**src/include/tpat_consts.svh**
```systemverilog
// constants for the thermal pin assertion timer
`ifndef TPAT_CONSTS_SVH
`define TPAT_CONSTS_SVH

// register offsets
`define TPAT_OFS_INT_STATUS2      8'h42
`define TPAT_OFS_TIME_STATUS      8'h79
`define TPAT_OFS_TIME_LIMIT       8'h7A

// field positions
`define TPAT_BIT_FLAG_LSB         0
`define TPAT_BIT_OVERTEMP_TIME    5

// reset values and the limit value that flags at once
`define TPAT_RST_TIME_STATUS      8'h00
`define TPAT_RST_TIME_LIMIT       8'h00
`define TPAT_LIMIT_IMMEDIATE      8'h00

// timing: clock period and one count step, both in ns
`define TPAT_CLK_PERIOD_NS        10
`define TPAT_STEP_NS              22760000
`define TPAT_STEP_CYCLES          (`TPAT_STEP_NS / `TPAT_CLK_PERIOD_NS)
// count value at which the timer field takes over (45.52 ms)
`define TPAT_COUNT_VISIBLE        8'h02
`define TPAT_COUNT_MAX            8'hFF

`endif

```
**src/include/tpat_pkg.sv**
```systemverilog
// types for the thermal pin assertion timer
package tpat_pkg;

  typedef struct packed {
    logic       wr;
    logic       rd;
    logic [7:0] addr;
    logic [7:0] wdata;
  } tpat_reg_req_t;

  typedef struct packed {
    logic pin_o;
    logic pin_oe;
  } tpat_pin_drive_t;

endpackage

```
**src/hdl/tpat_timer.sv**
```systemverilog
// thermal pin assertion timer with limit compare and overtemp-time flag
// Summary of operation
// - upper seven status bits read zero until assertion exceeds 45.52 ms
// - status bit 0 sets on pin assertion and clears on status read
// - past 45.52 ms bit 0 becomes lsb of the 8-bit elapsed count
// - one count step equals 22.76 ms, covering 45.52 ms to 5.80 s
// - fully writable 8-bit limit register compared against the count
// - count above limit sets overtemp-time flag, bit 5 of register 0x42
// - limit 0x00 sets the overtemp-time flag as soon as pin asserts
// - status and limit registers are 0x00 after reset
// - with all limit output enables zero the pin is never driven
`include "tpat_consts.svh"

module tpat_timer
  import tpat_pkg::*;
#(
  parameter int unsigned STEP_CYCLES = `TPAT_STEP_CYCLES
) (
  // clock and reset
  input  wire logic            i_clk,
  input  wire logic            i_rst_n,
  // register port from the serial management interface
  input  wire tpat_reg_req_t   i_reg_req,
  output logic [7:0]           o_reg_rdata,
  // thermal alert pin, active low, open drain
  input  wire logic            i_thermal_alert_pin_n,
  output tpat_pin_drive_t      o_thermal_alert_pin,
  // per-channel limit output enables and overtemp request
  input  wire logic [2:0]      i_limit_output_enable,
  input  wire logic            i_overtemp_drive_req,
  // status for the rest of the device
  output logic                 o_overtemp_time_exceeded_flag
);

  localparam int unsigned STEP_W = $clog2(STEP_CYCLES + 1);

  logic              pin_asserted;
  logic              pin_asserted_q;
  logic              assert_edge;
  logic [STEP_W-1:0] step_cnt;
  logic              step_tick;
  logic [7:0]        assertion_time_count;
  logic              assert_flag;
  logic [7:0]        assertion_time_limit;
  logic              overtemp_time_exceeded_flag;
  logic              rd_status;
  logic              rd_int2;
  logic              exceeded;
  logic [7:0]        status_view;
  logic [7:0]        next_rdata;

  assign pin_asserted = ~i_thermal_alert_pin_n;
  assign assert_edge  = pin_asserted & ~pin_asserted_q;
  assign rd_status = i_reg_req.rd && (i_reg_req.addr == `TPAT_OFS_TIME_STATUS);
  assign rd_int2   = i_reg_req.rd && (i_reg_req.addr == `TPAT_OFS_INT_STATUS2);

  always_ff @(posedge i_clk or negedge i_rst_n) begin
    if (!i_rst_n) begin
      pin_asserted_q <= 1'b0;
    end else begin
      pin_asserted_q <= pin_asserted;
    end
  end

  // prescaler restarts whenever the pin releases so steps align to assertion
  always_ff @(posedge i_clk or negedge i_rst_n) begin
    if (!i_rst_n) begin
      step_cnt <= '0;
    end else if (!pin_asserted || step_tick) begin
      step_cnt <= '0;
    end else begin
      step_cnt <= step_cnt + STEP_W'(1);
    end
  end

  assign step_tick = pin_asserted && (step_cnt == STEP_W'(STEP_CYCLES - 1));

  // elapsed count accumulates over assertions until software reads it
  always_ff @(posedge i_clk or negedge i_rst_n) begin
    if (!i_rst_n) begin
      assertion_time_count <= `TPAT_RST_TIME_STATUS;
    end else if (rd_status) begin
      assertion_time_count <= 8'h00;
    end else if (step_tick && assertion_time_count != `TPAT_COUNT_MAX) begin
      assertion_time_count <= assertion_time_count + 8'h01;
    end
  end

  // set wins over the clearing read
  always_ff @(posedge i_clk or negedge i_rst_n) begin
    if (!i_rst_n) begin
      assert_flag <= 1'b0;
    end else if (assert_edge) begin
      assert_flag <= 1'b1;
    end else if (rd_status) begin
      assert_flag <= 1'b0;
    end
  end

  // low count hides the timer field; beyond it the raw count shows
  always_comb begin
    if (assertion_time_count >= `TPAT_COUNT_VISIBLE) begin
      status_view = assertion_time_count;
    end else begin
      status_view = {7'h00, assert_flag};
    end
  end

  always_ff @(posedge i_clk or negedge i_rst_n) begin
    if (!i_rst_n) begin
      assertion_time_limit <= `TPAT_RST_TIME_LIMIT;
    end else if (i_reg_req.wr &&
                 i_reg_req.addr == `TPAT_OFS_TIME_LIMIT) begin
      assertion_time_limit <= i_reg_req.wdata;
    end
  end

  assign exceeded = (pin_asserted &&
                     assertion_time_limit == `TPAT_LIMIT_IMMEDIATE) ||
                    (assertion_time_count > assertion_time_limit);

  always_ff @(posedge i_clk or negedge i_rst_n) begin
    if (!i_rst_n) begin
      overtemp_time_exceeded_flag <= 1'b0;
    end else if (exceeded) begin
      overtemp_time_exceeded_flag <= 1'b1;
    end else if (rd_int2) begin
      overtemp_time_exceeded_flag <= 1'b0;
    end
  end

  assign o_overtemp_time_exceeded_flag = overtemp_time_exceeded_flag;

  // read data is registered; it shows one cycle after the read strobe
  always_comb begin
    next_rdata = 8'h00;
    case (i_reg_req.addr)
      `TPAT_OFS_TIME_STATUS: begin
        next_rdata = status_view;
      end
      `TPAT_OFS_TIME_LIMIT: begin
        next_rdata = assertion_time_limit;
      end
      `TPAT_OFS_INT_STATUS2: begin
        next_rdata[`TPAT_BIT_OVERTEMP_TIME] = overtemp_time_exceeded_flag;
      end
      default: begin
        next_rdata = 8'h00;
      end
    endcase
  end

  always_ff @(posedge i_clk or negedge i_rst_n) begin
    if (!i_rst_n) begin
      o_reg_rdata <= 8'h00;
    end else if (i_reg_req.rd) begin
      o_reg_rdata <= next_rdata;
    end
  end

  // pin only pulls low; timer-input-only mode when no channel enables it
  always_comb begin
    o_thermal_alert_pin.pin_o  = 1'b0;
    o_thermal_alert_pin.pin_oe = (|i_limit_output_enable) &&
                                 i_overtemp_drive_req;
  end

  // checked at the read port, not on status_view, so the mux is covered
  property p_upper_zero;
    @(posedge i_clk) disable iff (!i_rst_n)
      (rd_status && assertion_time_count < `TPAT_COUNT_VISIBLE) |=>
        (o_reg_rdata[7:1] == 7'h00);
  endproperty
  a_upper_zero: assert property (p_upper_zero)
    else $error("status upper bits nonzero before 45.52 ms");

  property p_flag_set;
    @(posedge i_clk) disable iff (!i_rst_n)
      assert_edge |=> assert_flag;
  endproperty
  a_flag_set: assert property (p_flag_set)
    else $error("assert flag not set on pin assertion");

  property p_flag_clear;
    @(posedge i_clk) disable iff (!i_rst_n)
      (rd_status && !assert_edge) |=> !assert_flag;
  endproperty
  a_flag_clear: assert property (p_flag_clear)
    else $error("assert flag not cleared by status read");

  property p_view_count;
    @(posedge i_clk) disable iff (!i_rst_n)
      (rd_status && assertion_time_count >= `TPAT_COUNT_VISIBLE) |=>
        (o_reg_rdata == $past(assertion_time_count));
  endproperty
  a_view_count: assert property (p_view_count)
    else $error("status does not show count past threshold");

  property p_step;
    @(posedge i_clk) disable iff (!i_rst_n)
      (step_tick && !rd_status && assertion_time_count != 8'hFF) |=>
        (assertion_time_count == $past(assertion_time_count) + 8'h01);
  endproperty
  a_step: assert property (p_step)
    else $error("count did not advance on step");

  property p_limit_wr;
    @(posedge i_clk) disable iff (!i_rst_n)
      (i_reg_req.wr && i_reg_req.addr == `TPAT_OFS_TIME_LIMIT) |=>
        (assertion_time_limit == $past(i_reg_req.wdata));
  endproperty
  a_limit_wr: assert property (p_limit_wr)
    else $error("limit register write lost");

  property p_exceed;
    @(posedge i_clk) disable iff (!i_rst_n)
      (assertion_time_count > assertion_time_limit) |=>
        overtemp_time_exceeded_flag;
  endproperty
  a_exceed: assert property (p_exceed)
    else $error("overtemp-time flag not set above limit");

  property p_immediate;
    @(posedge i_clk) disable iff (!i_rst_n)
      (pin_asserted && assertion_time_limit == 8'h00) |=>
        overtemp_time_exceeded_flag;
  endproperty
  a_immediate: assert property (p_immediate)
    else $error("zero limit did not flag at once");

  property p_no_drive;
    @(posedge i_clk) disable iff (!i_rst_n)
      (i_limit_output_enable == 3'h0) |-> !o_thermal_alert_pin.pin_oe;
  endproperty
  a_no_drive: assert property (p_no_drive)
    else $error("pin driven while timer-input only");

  property p_saturate;
    @(posedge i_clk) disable iff (!i_rst_n)
      (assertion_time_count == 8'hFF && !rd_status) |=>
        (assertion_time_count == 8'hFF);
  endproperty
  a_saturate: assert property (p_saturate)
    else $error("count wrapped instead of saturating");

  property p_read_clear;
    @(posedge i_clk) disable iff (!i_rst_n)
      rd_status |=> (assertion_time_count == 8'h00);
  endproperty
  a_read_clear: assert property (p_read_clear)
    else $error("status read did not clear count");

endmodule

```
**config.mk**
```make
export PLATFORM = sky130hd
export DESIGN_NAME = tpat_timer
export DESIGN_NICKNAME = d
export VERILOG_FILES = /design/src/include/tpat_pkg.sv /design/src/hdl/tpat_timer.sv
export VERILOG_INCLUDE_DIRS = /design/src /design/src/include
export SDC_FILE = /design/constraint.sdc
export NUM_CORES = 1
export LEC_CHECK = 0
export BUFFER_PORTS_ARGS = -buffer_cell sky130_fd_sc_hd__buf_2
export CAP_MARGIN = 10
export CORE_AREA = 2 2 106 108
export DETAILED_ROUTE_END_ITERATION = 12
export DIE_AREA = 0 0 108 110
export GPL_ROUTABILITY_DRIVEN = 0
export GPL_TIMING_DRIVEN = 0
export PLACE_DENSITY = 0.4
export SYNTH_ARGS = -nofsm -noshare
export SYNTH_HDL_FRONTEND = slang
export SYNTH_SLANG_ARGS = --single-unit
export TNS_END_PERCENT = 1
```
**constraint.sdc**
```tcl
create_clock -name i_clk -period 3.43 [get_ports i_clk]
set_clock_uncertainty 0.15 [all_clocks]
set_input_delay 0.1715 -clock i_clk [delete_from_list [all_inputs] [get_ports i_clk]]
set_output_delay 0.1715 -clock i_clk [all_outputs]
set_load 0.01 [all_outputs]
```
==> out/metrics.cfg, run 1 <==
[global_route]
grt_use_total_pct=11.4
antenna_found_initial=0
grt_pass1_wl_um=10800
grt_max_degree=50
grt.overflow.total=0
grt_pass1_vias=2167

[layout]
syn_to_final_growth_pct=22.2
antenna_cells=0
finalInstanceArea_mm2=0.00320
finalNetCount=352
drive_gt1_share_pct=18.9

[sta]
max_slew_margin_pct=43.3
worst_slew_pin_slew_ns=0.843
final_max_slew_viol_count=0
fin_crit_sh_pct=75.3
tns_ns=0
min_period_ns=2.58
setup_violations=0
rsz0062_at_grt=no
fmax_mhz=387
finalHoldViolCount=0

[synth]
synth_edf_count=0
ys_seq_area_share_pct=46.9
synth_top_cell_by_area=dfrtp_1
synth_top_area_share_pct=46.9
syn_nets=300
ys_warn_count=0
yosys.cell_types.count=47
synthTopCellsByCount=49 x dfrtp_1, 34 x nor2_1, 18 x nand2_1, 13 x inv_1, 13 x nand4_1
ys_seq_elements=49
synth_area_per_cell_um2=9.91
synth-async-reset-ratio_pct=100
synth_area_mm2=0.00262
synthFlopType=dfrtp_1
synth_most_common_cell=dfrtp_1
syn_inst=264
synthTopCellsByArea=dfrtp_1 47%, ha_1 5.3%, nor2_1 4.9%, xor2_1 4.0%, mux2_2 3.4%

[floorplanning]
die_area_mm2=0.0119
coreArea_mm2=0.0107
num_rows=38
fp.dieW_um=108
initial_core_util_pct=24.5
ios=36
die_height_um=110

[worst_setup_path]
cp_slowest_cell=or4b_1
r2r_cells=5
path_buf_inv=0
cp_common_cell=or3_1
max_stage_delay_ns=0.55
critical_path_required_ns=3.51
crit_chain=or4b_1 > or3_1 > or4_4 > or3_1 > a21oi_1
r2r-end=assertion_time_count[6]$_DFFE_PN0P_
path_delay_family=simple AND/OR/NAND/NOR gates
endpoint_kind=flip-flop
start_kind=flip-flop
crit_type=reg -> reg
r2r-start=step_cnt[18]$_DFF_PN0_
ff2ff_setup_slack_ns=0.85
critPathArrivalTime_ns=2.67
worst-path-max-fanout=4

[drt]
drtIter0Drc=79
via_per_inst=4.68
wl_um=6300
via_count=2140
first_pass_iters=4
post_drt_wl_per_cell_um=13.8
route.detailed.drc=0
postRouteAntennaNets=0

[power_and_ir_drop]
p_per_area_mw_per_mm2=356
switching_share_pct=24.7
ir_worst_vdd_mv=0.219
power_frac_seq_pct=53.3
comb_power_share_pct=9.2
power.switching_w=0.000280
internal_power_w=0.000856
p_clk_share_pct=37.6
power.leakage_nw=1.43

[cts]
htree_num_levels=2
cts_made_buffers=5
clock_latency_ns=0.30
cts_tree=done
clkSlewWorstSetupHoldPaths_ns=0.10
cts_root_buffer=clkbuf_8
clock_sinks=49
clock_path_buffers=2

[status]
outcome=finished, final reports clean

[hold_path]
whs_path_depth=4
hold_start=i_reg_req[8]
min_path_type=in -> reg
min_to=o_overtemp_time_exceeded_flag$_DFFE_PN0P_

[job]
drv_cap=0

[placed_design]
dp_hpwl_um=4490
io_buffers=34
placed_area_mm2=0.00296

[state kept, by name, summed over array words and instances (netlist names)]
register and count:
pin_asserted_q 1, o_reg_rdata 8, assert_flag 1, assertion_time_count 8
o_overtemp_time_exceeded_flag 1, step_cnt 22, assertion_time_limit 8
[what timing repair did]
item / in CTS / in global routing
resized for setup: 0 / 0
hold buffers: 10 / 0
hold endpoints to repair: 49 / 0
buffers inserted: 0 / 0
[power groups by stage]
stage / Clock (W) / Combinational [W] / Sequential, W
final: 0.000427 / 0.000104 / 0.000606
after global routing: 0.000469 / 0.000121 / 0.000609
after CTS: 0.000447 / 0.000103 / 0.000606
after detailed placement: 0 / 0.0000937 / 0.000617
after global placement: 0 / 0.0000932 / 0.000617
after floorplan: 0 / 0.0000523 / 0.000611
[tightest hold or removal path: stages]
cell	delay, ns
buf_2	0.09
or4_1	0.16
a32oi_1	0.06
o21ai_0	0.07
[stage by stage]
stage | hold WS (ns) | power, W | setup slack [ns] | utilization (%) | cells
5_1_grt | 0.190 | 0.00120 | 0.701 | 29.9 | 457
3_5_place_dp | 0.257 | 0.000711 | 0.861 | 27.7 | 438
6_report | 0.143 | 0.00114 | 0.847 | 29.9 | 457
4_1_cts | 0.129 | 0.00116 | 0.837 | 29.7 | 456
3_3_place_gp | 0.252 | 0.000711 | 0.877 | 27.7 | 438
2_1_floorplan | -0.274 | 0.000664 | 0.995 | - | 264
[cells in the final DEF, fill, tap and decap left out, types with 2 or more instances in the layout]
master / count
a221o_1: 7
and4_1: 4
a31o_2: 2
ha_1: 11
mux2_2: 8
dfrtp_1: 49
nor4b_1: 2
nor4_1: 8
or3_1: 3
nand2_1: 18
and3_1: 10
clkbuf_1: 6
or4_1: 2
nand4_1: 13
nor2b_1: 3
and2_1: 2
nand3_1: 8
clkbuf_8: 5
inv_1: 13
xnor2_1: 10
nor3_1: 3
xor2_1: 12
o21ai_0: 4
a21oi_1: 8
dlygate4sd3_1: 10
buf_2: 34
or3b_2: 2
nor2_1: 34
[how the worst max path moves through the flow]
stage	startpoint	end	depth (start not counted)	slack [ns]
floorplan	step_cnt[18]$_DFF_PN0_	assertion_time_count[6]$_DFFE_PN0P_	5	0.99
global placement	step_cnt[18]$_DFF_PN0_	step_cnt[12]$_DFF_PN0_	5	0.88
detailed placement	step_cnt[18]$_DFF_PN0_	step_cnt[8]$_DFF_PN0_	5	0.86
CTS	step_cnt[18]$_DFF_PN0_	step_cnt[3]$_DFF_PN0_	5	0.84
global route	step_cnt[18]$_DFF_PN0_	step_cnt[3]$_DFF_PN0_	5	0.70
finish	step_cnt[18]$_DFF_PN0_	assertion_time_count[6]$_DFFE_PN0P_	5	0.85
[logic make-up (layout without fill, tap and decap cells)]
group,Yosys count,after routing,synth area share (%)
other,1,1,0.143
flip-flops,49,49,46.9
AND/OR/NAND/NOR,120,120,24.8
multiplexers,9,9,3.83
buffers and inverters,22,75,3.30
adder cells (fa/ha/maj),11,11,5.26
AO/OA/AOI/OAI,30,30,8.47
XOR/XNOR,22,22,7.36
[final cells by class]
type	count	area, um^2
plain buffers	8	33.8
inverters	14	52.6
repair buffers	45	290
multi-input cells	193	1300
clock buffers	5	68.8
fillers	1105	7500
flip-flops and latches	49	1230
well taps	140	175
clock inverters	3	46.3
[routing by layer]
metal | GRT usage, % | wire, um | vias to the layer above
met4 | 2.56 | 63 | 0
met2 | 18.9 | 2870 | 51
met3 | 2.18 | 283 | 6
li1 | - | - | 1049
met5 | 0 | 0 | -
met1 | 15.5 | 3080 | 1034
Note: power is estimated with default switching activity, not from simulation.
==> run 2: changes to the inputs <==
- PLACE_DENSITY: 0.4 -> 0.41
- clock period: 3.43 -> 2.3 ns (I/O delays scaled with it)
==> run 2 against run 1 <==
Compared with the run above:
- the run now ends with negative setup slack left
- largest cell class unchanged
- fmax rose by 5.0%
- clock-buffer cell count stayed put
- final area up 3.4%
- wire length is 1.6% higher
- utilization grew 1.0 points
- non-clock buffer count grew 5
- largest power group unchanged
- clock power is 78% higher
- sequential power grew 49%
- register-to-register slack got worse by 1.0 ns
==> out/metrics.cfg, run 2 (same netlist as run 1, synthesis figures left out) <==
[cts]
clock_path_buffers=2  ; unchanged
cts_tree=done
htree_num_levels=2  ; unchanged
clock_latency_ns=0.31  ; about the same
clkSlewWorstSetupHoldPaths_ns=0.11  ; about the same
cts_root_buffer=clkbuf_8
cts_made_buffers=5  ; unchanged
clock_sinks=49  ; unchanged

[worst_setup_path]
max_stage_delay_ns=0.53  ; -0.02 ns
start_kind=flip-flop
path_buf_inv=0  ; unchanged
critical_path_required_ns=2.39  ; -1.12 ns
critPathArrivalTime_ns=2.55  ; -0.12 ns
cp_common_cell=or3_1
path_delay_family=simple AND/OR/NAND/NOR gates
endpoint_kind=flip-flop
cp_slowest_cell=or4b_4
crit_type=reg -> reg
worst-path-max-fanout=3  ; -1
crit_chain=or4b_4 > or3_1 > or4_4 > or3_1 > a21oi_2

[global_route]
grt_pass1_vias=2217  ; +2.3%
antenna_found_initial=0  ; unchanged
grt_max_degree=50  ; unchanged
grt_pass1_wl_um=10900  ; +1.2%
grt.overflow.total=0  ; unchanged
grt_use_total_pct=11.7  ; +0.24 points

[layout]
fin_util_pct=30.9  ; +1.0 points
regMostFlops=step_cnt
layout_common_cells=49 x dfrtp_1, 34 x nor2_1, 34 x buf_2
final_common_cell=dfrtp_1
finalNetCount=357  ; +1.4%
syn_to_final_growth_pct=26.3
antenna_cells=0  ; unchanged
drive_gt1_share_pct=22.7  ; +3.7 points
nFillCells=1140  ; +3.2%
largest_register_ffs=22  ; unchanged

[power_and_ir_drop]
ir_worst_vdd_mv=0.280  ; +28%
power.leakage_nw=1.50  ; +4.9%
p_per_area_mw_per_mm2=552  ; +55%

[sta]
fmax_mhz=406  ; +5.0%
worst_slew_pin_slew_ns=0.490  ; -0.353 ns
fin_crit_sh_pct=107  ; +32 points
rsz0062_at_grt=yes
setup_violations=5  ; +5
final_max_slew_viol_count=0  ; unchanged
min_period_ns=2.46  ; -0.123 ns
max_slew_margin_pct=67.1  ; +24 points
finalHoldViolCount=0  ; unchanged
fin_ws_ns=-0.161  ; -1.01 ns

[floorplanning]
die_area_mm2=0.0119  ; unchanged
num_rows=38  ; unchanged
die_height_um=110  ; unchanged
coreArea_mm2=0.0107  ; unchanged
initial_core_util_pct=24.5  ; unchanged
fp.dieW_um=108  ; unchanged
ios=36  ; unchanged

[job]
drv_cap=0  ; unchanged

[drt]
route.detailed.drc=0  ; unchanged
drtIter0Drc=52  ; -34%
wl_um=6400  ; +1.6%
via_count=2127  ; -0.61%
post_drt_wl_per_cell_um=13.9  ; +0.50%
via_per_inst=4.60  ; -1.7%
first_pass_iters=4  ; unchanged
postRouteAntennaNets=0  ; unchanged

[placed_design]
dp_hpwl_um=4530  ; +0.93%
io_buffers=34  ; unchanged
place_ws_ns=-0.235  ; -1.10 ns

[status]
outcome=finished with violations
violations=negative setup slack

[hold_path]
min_path_type=in -> reg

run 2: cell types whose count changed in the layout (fill, tap and decap cells not counted), moves of 2 or more:
cell and change:
buf_4 +7, clkbuf_1 -2, nor4_1 -2, nor4_2 +2
run 2: path summary, 6_finish.rpt:
| check | startpoint | endpoint | slack, ns | cells past startpoint |
|---|---|---|---|---|
| max in group asynchronous | i_rst_n | step_cnt[18]$_DFF_PN0_ | 1.36 | 3 |
| min in group asynchronous | i_rst_n | o_reg_rdata[0]$_DFFE_PN0P_ | 0.10 | 2 |
| setup / recovery | step_cnt[18]$_DFF_PN0_ | assertion_time_count[6]$_DFFE_PN0P_ | -0.16 | 5 |
| hold reg to reg | pin_asserted_q$_DFF_PN0_ | assert_flag$_DFFE_PN0P_ | 0.29 | 1 |
| setup reg to reg | step_cnt[18]$_DFF_PN0_ | assertion_time_count[6]$_DFFE_PN0P_ | -0.16 | 5 |
| hold / removal | i_reg_req[8] | o_overtemp_time_exceeded_flag$_DFFE_PN0P_ | 0.08 | 4 |
run 2: final cells by class:
type	count	area (um^2)	share of cell area [%]
Timing Repair Buffer	50	328	9.92
Clock buffer	5	68.8	2.08
Sequential cell	49	1230	37.1
Inverter	14	52.6	1.59
Clock inverter	3	68.8	2.08
Multi-Input combinational cell	193	1340	40.7
Buffer	8	41.3	1.25
Tap cell	140	175	5.30
run 2: layer usage:
metal  global-route usage, %  wire, um
met2                    19.5      3080
met4                    3.11        67
met3                    2.41       265
met1                    15.4      2980
met5                       0         0
run 2: metrics by stage:
stage               std cells  TNS, ns  hold slack [ns]  instance area (um^2)  power, W
floorplan                 264   -0.103           -0.331                  2620  0.000990
global placement          438    -5.14            0.196                  2960   0.00106
detailed placement        438    -5.39            0.202                  2960   0.00106
CTS                       460   -0.696           0.0860                  3240   0.00184
global route              462    -1.08           0.0940                  3300   0.00192
finish                    462   -0.412           0.0825                  3300   0.00182
run 2: tightest hold or removal path, stage by stage:
cell	delay, ns
buf_2	0.09
or4_1	0.15
a32oi_1	0.07
o21ai_0	0.08
run 2: where the power goes:
part | switching, W | internal (W)
Sequential | 0.0000241 | 0.000879
Clock | 0.000322 | 0.000438
Combinational | 0.0000843 | 0.0000753
Total | 0.000430 | 0.00139
run 2: repair_timing:
item,CTS,global route
buffers inserted,4,1
hold buffers,10,0
pin swaps,1,1
resized for setup,4,9
setup endpoints to repair,28,29
hold endpoints to repair,60,0
==> run 3: changes to the inputs <==
- ABC_AREA: unset -> 1
- CORE_AREA: 2 2 106 108 -> 2 2 113 115
- DIE_AREA: 0 0 108 110 -> 0 0 115 117
==> run 3 against run 2 <==
Compared with the run above:
- the flow now finishes without violations
- critical path depth rose by 3
- global-route usage rose by 0.40 points
- highest routed layer unchanged
- largest power group is now the clock network
- flip-flop and latch count did not move
- final area rose by 10%
- clock power rose by 17%
- final cell count rose by 32%
==> out/metrics.cfg, run 3 <==
[power_and_ir_drop]
power.switching_w=0.000441  ; +2.5%
p_clk_share_pct=46.3  ; +4.6 points
comb_power_share_pct=7.6  ; -1.2 points
ir_worst_vdd_mv=0.249  ; -11%
p_per_area_mw_per_mm2=528  ; -4.3%
power_frac_seq_pct=46.2  ; -3.3 points
power.leakage_nw=1.74  ; +16%
internal_power_w=0.00148  ; +6.3%
switching_share_pct=23.0  ; -0.65 points

[drt]
post_drt_wl_per_cell_um=12.2  ; -12%
first_pass_iters=4  ; unchanged
via_per_inst=4.43  ; -3.8%
route.detailed.drc=0  ; unchanged
drtIter0Drc=123  ; +140%
via_count=2711  ; +27%
wl_um=7480  ; +17%
postRouteAntennaNets=0  ; unchanged

[layout]
final_common_cell=nand2_1
finalInstanceArea_mm2=0.00364  ; +10%
final-seq-area_mm2=0.00123  ; unchanged
largest_register_ffs=22  ; unchanged
regMostFlops=step_cnt
syn_to_final_growth_pct=21.5
antenna_cells=0  ; unchanged
drive_gt1_share_pct=14.9  ; -7.7 points
multi_input_area_mm2=0.00153  ; +14%
nFillCells=1373  ; +20%
layout_common_cells=111 x nand2_1, 66 x nor2_1, 50 x inv_1
finalNetCount=497  ; +39%

[synth]
yosys.area_share.simple_pct=38.9  ; +14 points
synth_edf_count=0  ; unchanged
syn_inst=411  ; +56%
synth_xor_area_share_pct=2.34  ; -5.0 points
ys_seq_elements=49  ; unchanged
synthTopCellsByArea=dfrtp_1 41%, nand2_1 14%, nor2_1 8.3%, inv_1 6.3%, nand3_1 5.9%
synth_top_area_share_pct=41.0  ; -5.9 points
synth_most_common_cell=nand2_1
ys_warn_count=0  ; unchanged
yosys.cell_types.count=33  ; -30%
synth_area_per_cell_um2=7.28  ; -26%
synthAdderAreaFrac_pct=4.60  ; -0.66 points
synthFlopType=dfrtp_1
synth_area_mm2=0.00299  ; +14%
synth_top_family_by_area=simple AND/OR/NAND/NOR gates
synthTopCellsByCount=111 x nand2_1, 66 x nor2_1, 50 x inv_1, 49 x dfrtp_1, 35 x nand3_1
synth_mux_area_share_pct=0  ; -3.8 points
syn_nets=447  ; +49%
synth-async-reset-ratio_pct=100  ; unchanged
ys_seq_area_share_pct=41.0  ; -5.9 points
synth_compound_area_share_pct=4.97  ; -3.5 points
synth_top_cell_by_area=dfrtp_1

[cts]
cts_root_buffer=clkbuf_16
clock_sinks=49  ; unchanged
cts_resized=0  ; -4
clock_path_buffers=2  ; unchanged
postCtsHoldBufs=10  ; unchanged
cts_made_buffers=5  ; unchanged
htree_num_levels=2  ; unchanged
postCtsSetupRepairBufs=0  ; -4
cts_tree=done
clock_latency_ns=0.30  ; about the same
clkSlewWorstSetupHoldPaths_ns=0.07  ; -0.04 ns

[worst_setup_path]
path_delay_family=simple AND/OR/NAND/NOR gates
worst-path-max-fanout=8  ; +5
cp_slowest_cell=dfrtp_1
path_buf_inv=0  ; unchanged
critPathArrivalTime_ns=1.94  ; -0.61 ns
cp_common_cell=nand3_1
start_kind=flip-flop
crit_type=reg -> reg
critical_path_required_ns=2.34  ; -0.05 ns
endpoint_kind=flip-flop
max_stage_delay_ns=0.44  ; -0.09 ns
crit_chain=ha_1 > nand2_2 > nor2_2 > nand3_1 > nor2_1 > nand4_2 > nand3_1 > nand2_1

[floorplanning]
ios=36  ; unchanged
coreArea_mm2=0.0123  ; +15%
die_area_mm2=0.0135  ; +13%
num_rows=41  ; +7.9%
fp.dieW_um=115  ; +6.5%
die_height_um=117  ; +6.4%
initial_core_util_pct=24.3  ; -0.14 points

[sta]
tns_ns=0  ; +0.412 ns
min_period_ns=1.90  ; -0.562 ns
setup_violations=0  ; -5
fin_crit_sh_pct=82.6  ; -24 points
rsz0062_at_grt=no
finalHoldViolCount=0  ; unchanged
fin_ws_ns=0.401  ; +0.562 ns
fmax_mhz=527  ; +30%
final_max_slew_viol_count=0  ; unchanged

[placed_design]
place_ws_ns=0.402  ; +0.637 ns
dp_hpwl_um=5670  ; +25%
placed_area_mm2=0.00334  ; +13%
io_buffers=32  ; -5.9%

[global_route]
antenna_found_initial=0  ; unchanged
grt.overflow.total=0  ; unchanged
grt_max_degree=50  ; unchanged
grt_use_total_pct=12.1  ; +0.40 points
grt_pass1_wl_um=12700  ; +17%
grt_pass1_vias=2547  ; +15%

[hold_path]
min_path_type=in -> reg

[status]
outcome=finished, final reports clean

[job]
drv_cap=0  ; unchanged

## run 3: cell count changes after synthesis, moves of 6 or more
cell      delta
mux2_2       -8
nand3_1     +27
inv_1       +37
nor2_1      +32
xnor2_1      -9
nor4_1       -7
clkbuf_1     -6
and3_1      -10
nand2_1     +93
a221o_1      -7
## run 3: cell families after synthesis
| family | Yosys count |
|---|---|
| DFF | 49 |
| xor gates and xnor gates | 8 |
| and+or+nand+nor | 257 |
| other | 1 |
| adders and majority gates | 11 |
| AOI/OAI and AO/OA | 26 |
| buffers and inverters | 59 |
## run 3: power groups by stage
stage	clock network, W	registers (W)	logic (W)
after floorplan	0	0.000902	0.0000697
after global placement	0	0.000904	0.000132
after detailed placement	0	0.000904	0.000132
after CTS	0.000916	0.000887	0.000146
after global routing	0.000960	0.000889	0.000168
final	0.000889	0.000887	0.000146
## run 3: worst register-to-register path, delay by kind of cell (launching register included)
family                   cells  cell delay [ns]
adder cells (fa/ha/maj)      1             0.22
flip-flops                   1             0.44
AND/OR/NAND/NOR              7             0.98
## run 3: stage by stage
| stage | hold slack, ns | utilization (%) | total power (W) | cells |
|---|---|---|---|---|
| 6_report | 0.00936 | 29.6 | 0.00192 | 612 |
| 5_1_grt | 0.0158 | 29.6 | 0.00202 | 612 |
| 4_1_cts | 0.00527 | 29.4 | 0.00195 | 611 |
| 3_5_place_dp | 0.204 | 27.1 | 0.00104 | 593 |
| 3_3_place_gp | 0.197 | 27.1 | 0.00104 | 593 |
| 2_1_floorplan | -0.331 | - | 0.000971 | 411 |
## run 3: metal layers
layer  routed length [um]  track usage [%]  up-vias
met1                 3820             17.1     1261
met3                  197             1.85        5
met2                 3360             18.9       34
met5                    0                0        -
li1                     -                -     1411
met4                  105             3.94        0
## run 3: final timing paths
kind / depth (start not counted) / start / slack (ns) / endpoint
max: 8 / step_cnt[0]$_DFF_PN0_ / 0.40 / assertion_time_count[4]$_DFFE_PN0P_
max reg2reg: 8 / step_cnt[0]$_DFF_PN0_ / 0.40 / assertion_time_count[4]$_DFFE_PN0P_
max in group asynchronous: 3 / i_rst_n / 1.30 / assertion_time_count[3]$_DFFE_PN0P_
min: 3 / i_reg_req[16] / 0.009 / o_reg_rdata[5]$_DFFE_PN0P_
min in group asynchronous: 2 / i_rst_n / 0.17 / step_cnt[11]$_DFF_PN0_
min reg2reg: 1 / pin_asserted_q$_DFF_PN0_ / 0.27 / assert_flag$_DFFE_PN0P_
## run 3: final cells by class
type,count,share of cell area (%)
multi-input combinational,303,41.9
sequential,49,33.7
timing repair buffer,43,7.70
inverter,54,5.61
tap,150,5.16
clock buffer,6,3.82
buffer,5,1.07
clock inverter,2,1.03
